===== config.mk =====
export PLATFORM = sky130hd
export DESIGN_NAME = pst_translator
export DESIGN_NICKNAME = d
export VERILOG_FILES = /design/src/rtl/unused_placeholder_none.sv /design/src/rtl/pst_pkg.sv /design/src/rtl/pst_cfg_sel.sv /design/src/rtl/pst_translator.sv
export SDC_FILE = /design/constraint.sdc
export NUM_CORES = 1
export LEC_CHECK = 0
export BUFFER_PORTS_ARGS = -buffer_cell sky130_fd_sc_hd__buf_4
export CAP_MARGIN = 15
export CELL_PAD_IN_SITES_DETAIL_PLACEMENT = 2
export CELL_PAD_IN_SITES_GLOBAL_PLACEMENT = 2
export CORE_MARGIN = 2
export CORE_UTILIZATION = 26
export CTS_CLUSTER_DIAMETER = 80
export CTS_CLUSTER_SIZE = 10
export DETAILED_ROUTE_END_ITERATION = 7
export GPL_TIMING_DRIVEN = 0
export PLACE_DENSITY = 0.81
export SLEW_MARGIN = 20
export SYNTH_ARGS = -nofsm -noshare
export SYNTH_HDL_FRONTEND = slang
export SYNTH_SLANG_ARGS = --single-unit

===== constraint.sdc =====
create_clock -name clk_sys -period 2.1 [get_ports clk_sys]
set_clock_uncertainty 0.05 [all_clocks]
set_input_delay 0.105 -clock clk_sys [delete_from_list [all_inputs] [get_ports clk_sys]]
set_output_delay 0.105 -clock clk_sys [all_outputs]
set_load 0.05 [all_outputs]

===== src/rtl/unused_placeholder_none.sv =====
`timescale 1ns/1ps
`default_nettype none
`default_nettype wire


===== src/rtl/pst_pkg.sv =====
`default_nettype none
package pst_pkg;
  // ------------------------------------------------------------
  // processor address decode
  // ------------------------------------------------------------
  localparam int unsigned PA_W = 40;
  localparam logic [39:0] SMEM_LO = 40'h80_0000_0000;
  localparam logic [39:0] SMEM_HI = 40'h80_07DF_FFFF;
  localparam logic [39:0] SIO_LO = 40'h85_8000_0000;
  localparam logic [39:0] SIO_HI = 40'h85_80FF_FFFF;
  localparam logic [39:0] CFG_LO = 40'h87_0000_0000;
  localparam logic [39:0] CFG_HI = 40'h87_1FFF_FFFF;
  localparam logic [4:0] SIO_TAG = 5'h16;
  localparam int unsigned SIO_TAG_MSB = 34;
  localparam int unsigned SIO_TAG_LSB = 30;

  // ------------------------------------------------------------
  // sparse field positions
  // ------------------------------------------------------------
  localparam int unsigned LEN_MSB = 4;
  localparam int unsigned LEN_LSB = 3;
  localparam int unsigned OFS_MSB = 7;
  localparam int unsigned OFS_LSB = 5;
  localparam int unsigned QW_LSB = 8;
  localparam int unsigned SM_QW_MSB = 30;
  localparam int unsigned SIO_QW_MSB = 29;
  localparam int unsigned CFG_QW_MSB = 28;
  localparam int unsigned REGION_BIT = 26;
  localparam int unsigned HI_LSB = 26;
  localparam int unsigned IO_ZERO_LSB = 25;
  localparam int unsigned W1_LSB = 29;
  localparam int unsigned W2_LSB = 26;
  localparam int unsigned PAGE_LSB = 18;

  // ------------------------------------------------------------
  // pci commands and configuration types
  // ------------------------------------------------------------
  localparam logic [3:0] CMD_IO_RD = 4'h2;
  localparam logic [3:0] CMD_IO_WR = 4'h3;
  localparam logic [3:0] CMD_MEM_RD = 4'h6;
  localparam logic [3:0] CMD_MEM_WR = 4'h7;
  localparam logic [3:0] CMD_CFG_RD = 4'hA;
  localparam logic [3:0] CMD_CFG_WR = 4'hB;
  localparam logic [1:0] CFG_TYPE0 = 2'h0;
  localparam logic [1:0] CFG_TYPE1 = 2'h1;
  localparam logic [1:0] CFG_TYPE_RST = 2'h0;
  localparam logic [3:0] LEN_QUAD = 4'h8;

  typedef enum logic [1:0] {
    PST_IDLE = 2'b01,
    PST_BUSY = 2'b10
  } pst_state_e;
endpackage
`default_nettype wire


===== src/rtl/pst_cfg_sel.sv =====
`timescale 1ns/1ps
`default_nettype none
module pst_cfg_sel
(
  // clock and reset
  input wire logic clk_sys,
  input wire logic rst_b,
  // selector load
  input wire logic load,
  input wire logic [1:0] wdata,
  // held selector
  output logic [1:0] sel
);
  logic [1:0] next_sel;

  // ------------------------------------------------------------
  // selector holding register
  // ------------------------------------------------------------
  // value changes only on a load
  always_comb
  begin
    next_sel = sel;
    if (load)
    begin
      next_sel = wdata;
    end
  end

  always_ff @(posedge clk_sys or negedge rst_b)
  begin
    if (!rst_b)
    begin
      sel <= pst_pkg::CFG_TYPE_RST;
    end
    else
    begin
      sel <= next_sel;
    end
  end
endmodule
`default_nettype wire


===== src/rtl/pst_translator.sv =====
`timescale 1ns/1ps
`default_nettype none
// Functional notes
// - sparse memory length, byte enables and ad 2..0 come from address bits 7..3.
// - sparse memory address bits 30..8 drive pci ad 25..3.
// - sparse memory ad 31..26 from extension value or fixed 000001, by region.
// - sparse memory decoded from 80.0000.0000 to 80.07DF.FFFF.
// - second vme window is 64 MB, 256 pages of 256 KB, in sparse memory.
// - second window page uses the map entry of same-index first window page.
// - sparse io read or write gives pci io read or write.
// - sparse io decoded from 85.8000.0000 to 85.80FF.FFFF.
// - sparse io carries address bits 34..30 equal to 10110.
// - sparse io cycles force pci ad 31..25 to zero.
// - sparse io is claimed by negative decode.
// - configuration space 87.0000.0000 to 87.1FFF.FFFF gives config read or write.
// - selector 00 gives type 0 cycle, 01 gives type 1 cycle.
module pst_translator
(
  // clock and reset
  input wire logic clk_sys,
  input wire logic rst_b,
  // processor request
  input wire logic proc_req_valid,
  output logic proc_req_ready,
  input wire logic proc_req_write,
  input wire logic proc_req_quad,
  input wire logic [39:0] proc_req_addr,
  input wire logic [63:0] proc_req_wdata,
  // processor answer
  output logic proc_rsp_valid,
  output logic proc_rsp_error,
  output logic [63:0] proc_rsp_rdata,
  // control levels
  input wire logic [5:0] memory_high_address_extension,
  input wire logic cfg_type_load,
  input wire logic [1:0] cfg_type_wdata,
  input wire logic fill_error_enable,
  input wire logic [2:0] first_vme_window_base,
  input wire logic [5:0] second_vme_window_base,
  // pci cycle
  output logic pci_cyc_valid,
  input wire logic pci_cyc_ack,
  output logic [3:0] pci_cmd,
  output logic [31:0] pci_addr,
  output logic [3:0] pci_be,
  output logic [3:0] pci_len,
  output logic [1:0] pci_cfg_type,
  output logic pci_neg_decode,
  output logic pci_fill_check,
  output logic [63:0] pci_wdata,
  input wire logic [63:0] pci_rdata,
  // vme map lookup
  output logic sg_hit,
  output logic sg_second_window,
  output logic [10:0] sg_index
);
  // ------------------------------------------------------------
  // helpers
  // ------------------------------------------------------------
  // byte count from the two-bit length code
  function automatic logic [3:0] len_bytes(input logic [1:0] code, input logic quad);
    logic [3:0] n;
    n = {2'b00, code} + 4'h1;
    if (quad && (code == 2'b11))
    begin
      n = pst_pkg::LEN_QUAD;
    end
    return n;
  endfunction

  // byte enables from length and byte offset
  function automatic logic [3:0] byte_en(input logic [1:0] code, input logic [1:0] ofs,
                                         input logic quad);
    logic [3:0] mask;
    logic [6:0] wide;
    mask = 4'hF >> (2'b11 - code);
    wide = {3'b000, mask} << ofs;
    if (quad)
    begin
      wide = 7'h0F;
    end
    return wide[3:0];
  endfunction

  // inclusive range test
  function automatic logic in_range(input logic [39:0] a, input logic [39:0] lo,
                                    input logic [39:0] hi);
    return (a >= lo) && (a <= hi);
  endfunction

  pst_pkg::pst_state_e state;
  pst_pkg::pst_state_e next_state;
  logic [1:0] cfg_sel;
  logic hit_smem;
  logic hit_sio;
  logic hit_cfg;
  logic accept;
  logic [1:0] len_code;
  logic [2:0] low_ad;
  logic [31:0] next_pci_addr;
  logic [3:0] next_pci_cmd;
  logic [3:0] next_pci_be;
  logic [3:0] next_pci_len;
  logic [1:0] next_pci_cfg_type;
  logic next_pci_neg_decode;
  logic [63:0] next_pci_wdata;
  logic next_sg_hit;
  logic next_sg_second_window;
  logic [10:0] next_sg_index;
  logic next_rsp_valid;
  logic next_rsp_error;
  logic [63:0] next_rsp_rdata;

  // ------------------------------------------------------------
  // configuration type selector
  // ------------------------------------------------------------
  pst_cfg_sel u_cfg_sel
  (
    .clk_sys(clk_sys),
    .rst_b(rst_b),
    .load(cfg_type_load),
    .wdata(cfg_type_wdata),
    .sel(cfg_sel)
  );

  // ------------------------------------------------------------
  // decode
  // ------------------------------------------------------------
  // space hits, io also needs its high tag
  assign hit_smem = in_range(proc_req_addr, pst_pkg::SMEM_LO, pst_pkg::SMEM_HI);
  assign hit_sio = in_range(proc_req_addr, pst_pkg::SIO_LO, pst_pkg::SIO_HI)
    && (proc_req_addr[pst_pkg::SIO_TAG_MSB:pst_pkg::SIO_TAG_LSB] == pst_pkg::SIO_TAG);
  assign hit_cfg = in_range(proc_req_addr, pst_pkg::CFG_LO, pst_pkg::CFG_HI);
  assign proc_req_ready = (state == pst_pkg::PST_IDLE);
  assign accept = proc_req_valid && proc_req_ready;
  assign len_code = proc_req_addr[pst_pkg::LEN_MSB:pst_pkg::LEN_LSB];
  assign low_ad = proc_req_addr[pst_pkg::OFS_MSB:pst_pkg::OFS_LSB];
  assign pci_cyc_valid = (state == pst_pkg::PST_BUSY);
  assign pci_fill_check = fill_error_enable;

  // ------------------------------------------------------------
  // translation and sequencing
  // ------------------------------------------------------------
  // build the next pci cycle and the processor answer
  always_comb
  begin
    next_state = state;
    next_pci_addr = pci_addr;
    next_pci_cmd = pci_cmd;
    next_pci_be = pci_be;
    next_pci_len = pci_len;
    next_pci_cfg_type = pci_cfg_type;
    next_pci_neg_decode = pci_neg_decode;
    next_pci_wdata = pci_wdata;
    next_sg_hit = sg_hit;
    next_sg_second_window = sg_second_window;
    next_sg_index = sg_index;
    next_rsp_valid = 1'b0;
    next_rsp_error = 1'b0;
    next_rsp_rdata = proc_rsp_rdata;
    unique case (state)
      pst_pkg::PST_IDLE:
      begin
        if (accept)
        begin
          next_pci_wdata = proc_req_wdata;
          next_pci_len = len_bytes(len_code, proc_req_quad);
          next_pci_be = byte_en(len_code, low_ad[1:0], proc_req_quad);
          next_pci_neg_decode = 1'b0;
          next_sg_hit = 1'b0;
          next_sg_second_window = 1'b0;
          next_sg_index = '0;
          next_pci_cfg_type = cfg_sel;
          if (hit_smem)
          begin
            next_state = pst_pkg::PST_BUSY;
            next_pci_cmd = proc_req_write ? pst_pkg::CMD_MEM_WR : pst_pkg::CMD_MEM_RD;
            next_pci_addr[2:0] = low_ad;
            next_pci_addr[pst_pkg::HI_LSB-1:3] = proc_req_addr[pst_pkg::SM_QW_MSB:pst_pkg::QW_LSB];
            // low region takes the extension, upper region the fixed value 6'h01
            if (!proc_req_addr[pst_pkg::REGION_BIT])
            begin
              next_pci_addr[31:pst_pkg::HI_LSB] = memory_high_address_extension;
            end
            else
            begin
              next_pci_addr[31:pst_pkg::HI_LSB] = 6'h01;
            end
            // second window shares entries 0..255 with the first
            if (next_pci_addr[31:pst_pkg::W2_LSB] == second_vme_window_base)
            begin
              next_sg_hit = 1'b1;
              next_sg_second_window = 1'b1;
              next_sg_index = {3'b000, next_pci_addr[pst_pkg::W2_LSB-1:pst_pkg::PAGE_LSB]};
            end
            else if (next_pci_addr[31:pst_pkg::W1_LSB] == first_vme_window_base)
            begin
              next_sg_hit = 1'b1;
              next_sg_index = next_pci_addr[pst_pkg::W1_LSB-1:pst_pkg::PAGE_LSB];
            end
          end
          else if (hit_sio)
          begin
            next_state = pst_pkg::PST_BUSY;
            next_pci_cmd = proc_req_write ? pst_pkg::CMD_IO_WR : pst_pkg::CMD_IO_RD;
            next_pci_addr = {7'h00, proc_req_addr[pst_pkg::SIO_QW_MSB:pst_pkg::QW_LSB], low_ad};
            next_pci_neg_decode = 1'b1;
          end
          else if (hit_cfg && ((cfg_sel == pst_pkg::CFG_TYPE0) || (cfg_sel == pst_pkg::CFG_TYPE1)))
          begin
            next_state = pst_pkg::PST_BUSY;
            next_pci_cmd = proc_req_write ? pst_pkg::CMD_CFG_WR : pst_pkg::CMD_CFG_RD;
            next_pci_addr = {8'h00, proc_req_addr[pst_pkg::CFG_QW_MSB:pst_pkg::QW_LSB], low_ad};
          end
          else
          begin
            next_rsp_valid = 1'b1; // unmapped or reserved selector
            next_rsp_error = 1'b1;
          end
        end
      end
      pst_pkg::PST_BUSY:
      begin
        if (pci_cyc_ack)
        begin
          next_state = pst_pkg::PST_IDLE;
          next_rsp_valid = 1'b1;
          next_rsp_rdata = pci_rdata;
        end
      end
    endcase
  end

  // register the cycle and the answer
  always_ff @(posedge clk_sys or negedge rst_b)
  begin
    if (!rst_b)
    begin
      state <= pst_pkg::PST_IDLE;
      pci_addr <= '0;
      pci_cmd <= '0;
      pci_be <= '0;
      pci_len <= '0;
      pci_cfg_type <= pst_pkg::CFG_TYPE_RST;
      pci_neg_decode <= 1'b0;
      pci_wdata <= '0;
      sg_hit <= 1'b0;
      sg_second_window <= 1'b0;
      sg_index <= '0;
      proc_rsp_valid <= 1'b0;
      proc_rsp_error <= 1'b0;
      proc_rsp_rdata <= '0;
    end
    else
    begin
      state <= next_state;
      pci_addr <= next_pci_addr;
      pci_cmd <= next_pci_cmd;
      pci_be <= next_pci_be;
      pci_len <= next_pci_len;
      pci_cfg_type <= next_pci_cfg_type;
      pci_neg_decode <= next_pci_neg_decode;
      pci_wdata <= next_pci_wdata;
      sg_hit <= next_sg_hit;
      sg_second_window <= next_sg_second_window;
      sg_index <= next_sg_index;
      proc_rsp_valid <= next_rsp_valid;
      proc_rsp_error <= next_rsp_error;
      proc_rsp_rdata <= next_rsp_rdata;
    end
  end
endmodule
`default_nettype wire


; ---- Yosys cells after proc, flatten, opt, wreduce, memory -nomap -nowiden
; Cells that the tools add are included.
[totals]
rom_bits = 0
wordCells = 87
ramBits = 0
n_memories = 0
latch_bits = 0
reg_bits = 194
out_inout_bits = 193
[classes]
reduce_logical = 14
shifts = 2
multipliers = 0
div_mod_pow = 0
bitwise = 0
magnitude_cmp = 6
n_eq_ne = 10
addsub = 2
mux = 38
[op_table]
columns = cell, count
row1 = $ge 40x40->1 const B, 3
row2 = $le 40x40->1 const B, 3
row3 = $mux 32, 3
row4 = $mux 11, 3
row5 = $mux 6, 4
row6 = $mux 4, 5
row7 = $mux 1, 16
row8 = $mux 2, 5
row9 = $logic_and 1x1->1, 7
row10 = $eq 6x6->1, 1
row11 = $reduce_and 3->1, 2
row12 = $eq 5x5->1 const B, 1
row13 = $eq 2x1->1 const B, 2
row14 = $eq 2x2->1 const B, 2
row15 = $ne 2x1->1 const B, 2
row16 = $ne 4x1->1 const B, 1
row17 = $pmux 2 s2, 1
row18 = $reduce_and 2->1, 2
row19 = $shl 4x2->4, 1
row20 = $shr 4x2->4 const A, 1
row21 = $add 2x1->3 const B, 1
row22 = $eq 3x3->1, 1
row23 = $reduce_bool 3->1, 1
row24 = $logic_not 2->1, 1
row25 = 3 further kinds, 3

; ---- Longest topological paths before layout
[logic_depth]
ltp_word = 9
mapped_depth = 7
mapped_depth_nobuf = 6

; ---- Hierarchy
; A second synthesis with hierarchy kept.
[unflattened]
hier_cells = 680
hier_area_um2 = 7802.5
[modules_own_cells]
columns = mod, area_each_um2, instances, cells_per_inst
row1 = pst_translator, 7729.9, 1, 676
row2 = pst_cfg_sel, 72.6, 1, 4

; ---- Worst setup path after synthesis
; OpenSTA, ideal clock, no wires.
[synth_path]
path_kind = register to register
start = register state[1]
end = register proc_rsp_rdata[0]
stages_incl_launch_ff = 6
path_slack_ns = -0.160
t_arrival_ns = 2.085
path_buffers = 2
setup_time_ns = 0.125
synth_period_minus_slack_ns = 2.260
path_cell_list = dfrtp_1 > nor2b_1 > nand2_1 > clkbuf_1 > clkbuf_1 > mux2_2
[synth_via]
elab_chain_cells = 2
[synth_lines]
columns = element, line
row1 = from (decl), pst_translator.sv:91  ; pst_pkg::pst_state_e state;
row2 = from (signal assigned), pst_translator.sv:239  ; state <= pst_pkg::PST_IDLE;
row3 = from (signal assigned), pst_translator.sv:256  ; state <= next_state;
row4 = $eq 2x2->1, --
row5 = named net pci_cyc_valid, pst_translator.sv:41  ; output logic pci_cyc_valid,
row6 = $reduce_and 2->1 (no source line), --
row7 = to (signal assigned), pst_translator.sv:269  ; proc_rsp_rdata <= next_rsp_rdata;
row8 = to (decl), pst_translator.sv:32  ; output logic [63:0] proc_rsp_rdata,
; The timed path passes the listed nets, and every way through them passes these cells.
; A chain may end at the register's enable or synchronous reset.

; ---- Worst setup path in the final report
[layout_path]
start = register state[0]
end = register pci_addr[6]
[layout_via]
elab_chain_cells = 3
[layout_lines]
columns = element, line
row1 = $eq 2x1->1 *, "pst_translator.sv:134, pst_translator.sv:161"
row2 = $logic_and 1x1->1, pst_translator.sv:135  ; assign accept = proc_req_valid && proc_req_ready;
row3 = $reduce_and 3->1 (no source line) *, --
row4 = to (signal assigned), pst_translator.sv:257  ; pci_addr <= next_pci_addr;
row5 = to (decl), pst_translator.sv:44  ; output logic [31:0] pci_addr,
; Every way passes the cells marked *; elsewhere a longest branch is shown, timed or not.

==> run summary <==
Initial Util - 26.2%
Most common cell after layout, fill and taps aside - buf_4
Util after Layout - 45.9%
Final setup fails - 5
Outcome - finished, violations left
Int Pwr - 10.5 mW
Largest net degree at the start of global routing - 92
Main combinational cell family by area after synthesis - multiplexers
Global route overflow - 0
Main synth FF type - dfrtp_1
Final Hold Vio Count - 0
CP arrival - 2.38 ns
XOR/XNOR Fraction of Synth Area - 0.455%
Vias in the first global route - 8125
Final ANT Viol Nets - 0
Register area share after synthesis - 63.0%
Core area - 0.0294 mm2
Clk Latency, worst-skew pair - 0.43 ns
Area growth syn-to-layout - 75.0%
Worst Setup Start Kind - flip-flop
Most frequent cells in the layout - buf_4 (386), dfrtp_1 (193), dlygate4sd3_1 (164)
Fmax - 473 MHz
Place WS - -0.539 ns
Leakage power - 6.57 nW
Critical Path End Type - flip-flop
FP Rows - 63
# nets final - 1290
CTS buffer count - 17
Hold WS - 0.0508 ns
Combinational Power Share - 52.9%
Flop pwr share - 30.4%
Worst setup margin - -0.0142 ns
Synth Warn # - 0
Num Clock Sinks - 194
Asr flop ratio synth - 100%
Switching Share - 48.1%
CTS max path bufs - 2
Post-Route WL - 35500 um
Placed Instances - 1295
Unrepaired setup endpoints after global routing - true
Die area - 0.0310 mm2
Post-synthesis adder-cell area fraction - 0.325%
Yosys cell types - 44
Mapped cell area - 0.00771 mm2
Clock period minus worst slack - 2.11 ns
Die H - 176 um
Share of cells above drive strength 1 - 54.0%
CTS tree - yes
NetSw - 9.73 mW
Period Utilization, post-route - 101%
Vias/cell - 4.54
Setup CP Type - reg -> reg
Post-DP HPWL - 21200 um
Clock network power share - 16.7%
Fraction of the mapped netlist area in simple logic gates - 6.02%
Drt drc - 0
Mux share of post-synthesis cell area - 24.2%
Mapped Cells - 523
Post-synth EDFFs - 0
Peak VDD IR - 0.984 mV
Max-cap violations - 0
Port Buffer Count - 380
Initial antenna violation count - 1
First-pass GRT wire length - 52000 um
Area fraction in compound gates after synthesis - 4.25%
CTS root buf - clkbuf_16
Synth Net Count - 718
Least-Margin Pin Slew - 0.738 ns
H-tree depth - 4
I/O pins - 386
Synth Register Bits - 194
DRT Pass-1 Iters - 4
Max-slew violation count - 0
Tot Pwr - 20.2 mW
Vias - 6808
Worst-path clk slew - 0.08 ns
Crit Path Max Fanout - 10
Post-Layout Cell Count - 1499
HP Class - in -> reg
Failing checks - setup timing
Die W - 176 um
Routability Congestion - 0.741
CP required - 2.36 ns
GRT Total Usage - 22.8%
WL per Instance - 23.7 um
Initial drt markers - 222
Syn avg cell area - 14.7 um2
Max-slew headroom - 50.8%
Pwr per Cell Area - 1500 mW/mm2
-- worst max-delay path, stage by stage (launching register included) --
cell	delay, ns
dfstp_2	0.55
nand3b_1	0.09
buf_6	0.13
or2_4	0.26
o32ai_4	0.29
nor2_4	0.13
buf_12	0.17
mux2_4	0.31
-- flip-flops by register name, indices dropped and copies added (netlist names) --
signal            cells
pci_neg_decode        1
sg_index             11
state                 2
pci_cfg_type          2
pci_cmd               4
proc_rsp_valid        1
u_cfg_sel.sel         2
sg_hit                1
proc_rsp_rdata       64
pci_wdata            64
sg_second_window      1
pci_len               4
pci_addr             32
pci_be                4
proc_rsp_error        1
-- area by class of cell --
class | instances | area [um2]
Clock buffer | 21 | 450
Multi-Input combinational cell | 300 | 2750
Sequential cell | 194 | 4860
Buffer | 24 | 155
Antenna cell | 1 | 2.50
Tap cell | 390 | 488
Timing Repair Buffer | 554 | 4640
Inverter | 4 | 15.0
Fill cell | 2917 | 15900
Clock inverter | 11 | 129
-- repair_timing --
item                                   CTS  global route
cloned                                   0             1
buffers inserted                         4             3
pin swaps                                2             4
endpoints found under the hold margin  363             0
setup endpoints to repair               90            87
hold buffers                           164             0
gates resized for setup                 11            12
-- routing by layer --
metal	part of all wire [%]	wire [um]	GRT usage, %	up-vias
met3	4.9	1760	4.89	75
met1	34	12000	22.6	3475
met4	4.4	1550	11.1	0
met5	0	0	0	-
li1	-	-	-	2989
met2	57	20200	44.6	269
-- per-stage QoR --
stage,setup TNS [ns],cell area [um2]
2_1_floorplan,0,7710
3_3_place_gp,-141.26,11000
3_5_place_dp,-31.02,11100
4_1_cts,-0.668,13400
5_1_grt,-2.03,13500
6_report,-0.0419,13500
-- cells in the mapped netlist (4+ instances only) --
master / count / area [um2]
dfrtp_1: 193 / 4830
mux2_2: 132 / 1490
nand2_1: 28 / 105
mux2_4: 25 / 375
o21ai_0: 25 / 125
nor2_1: 17 / 63.8
clkbuf_1: 13 / 48.8
and2_1: 7 / 43.8
buf_1: 7 / 26.3
a21o_1: 5 / 37.5
a31oi_1: 5 / 31.3
nor2b_1: 5 / 31.3
inv_1: 4 / 15.0
nand4_1: 4 / 25.0
nor3_1: 4 / 20.0
xnor2_1: 4 / 35.0
-- power groups by stage --
stage / Clock [mW] / Sequential (mW) / Combinational [mW]
floorplan: 0 / 10.6 / 1.89
global placement: 0 / 5.88 / 9.96
detailed placement: 0 / 6.00 / 10.1
CTS: 3.45 / 5.97 / 10.5
global route: 3.61 / 6.28 / 11.1
finish: 3.38 / 6.15 / 10.7
-- worst paths after layout --
check                                                 start            endpoint  slack (ns)  cells past startpoint
setup / recovery                                   state[0]         pci_addr[6]       -0.01                      7
hold / removal             memory_high_address_extension[1]        pci_addr[27]        0.05                      3
setup reg to reg                                   state[0]         pci_addr[6]       -0.01                      7
hold reg to reg                                 sg_index[7]         sg_index[7]        0.44                      1
max in group asynchronous                             rst_b   proc_rsp_rdata[0]        1.18                      3
min in group asynchronous                             rst_b  proc_rsp_rdata[27]        0.08                      2
-- cell families after synthesis --
family | count (synthesis)
AOI/OAI and AO/OA | 50
xor gates and xnor gates | 4
adders and majority gates | 2
buffers and inverters | 29
DFF | 194
muxes | 157
and+or+nand+nor | 87
Power figures use the tool's default switching activity.
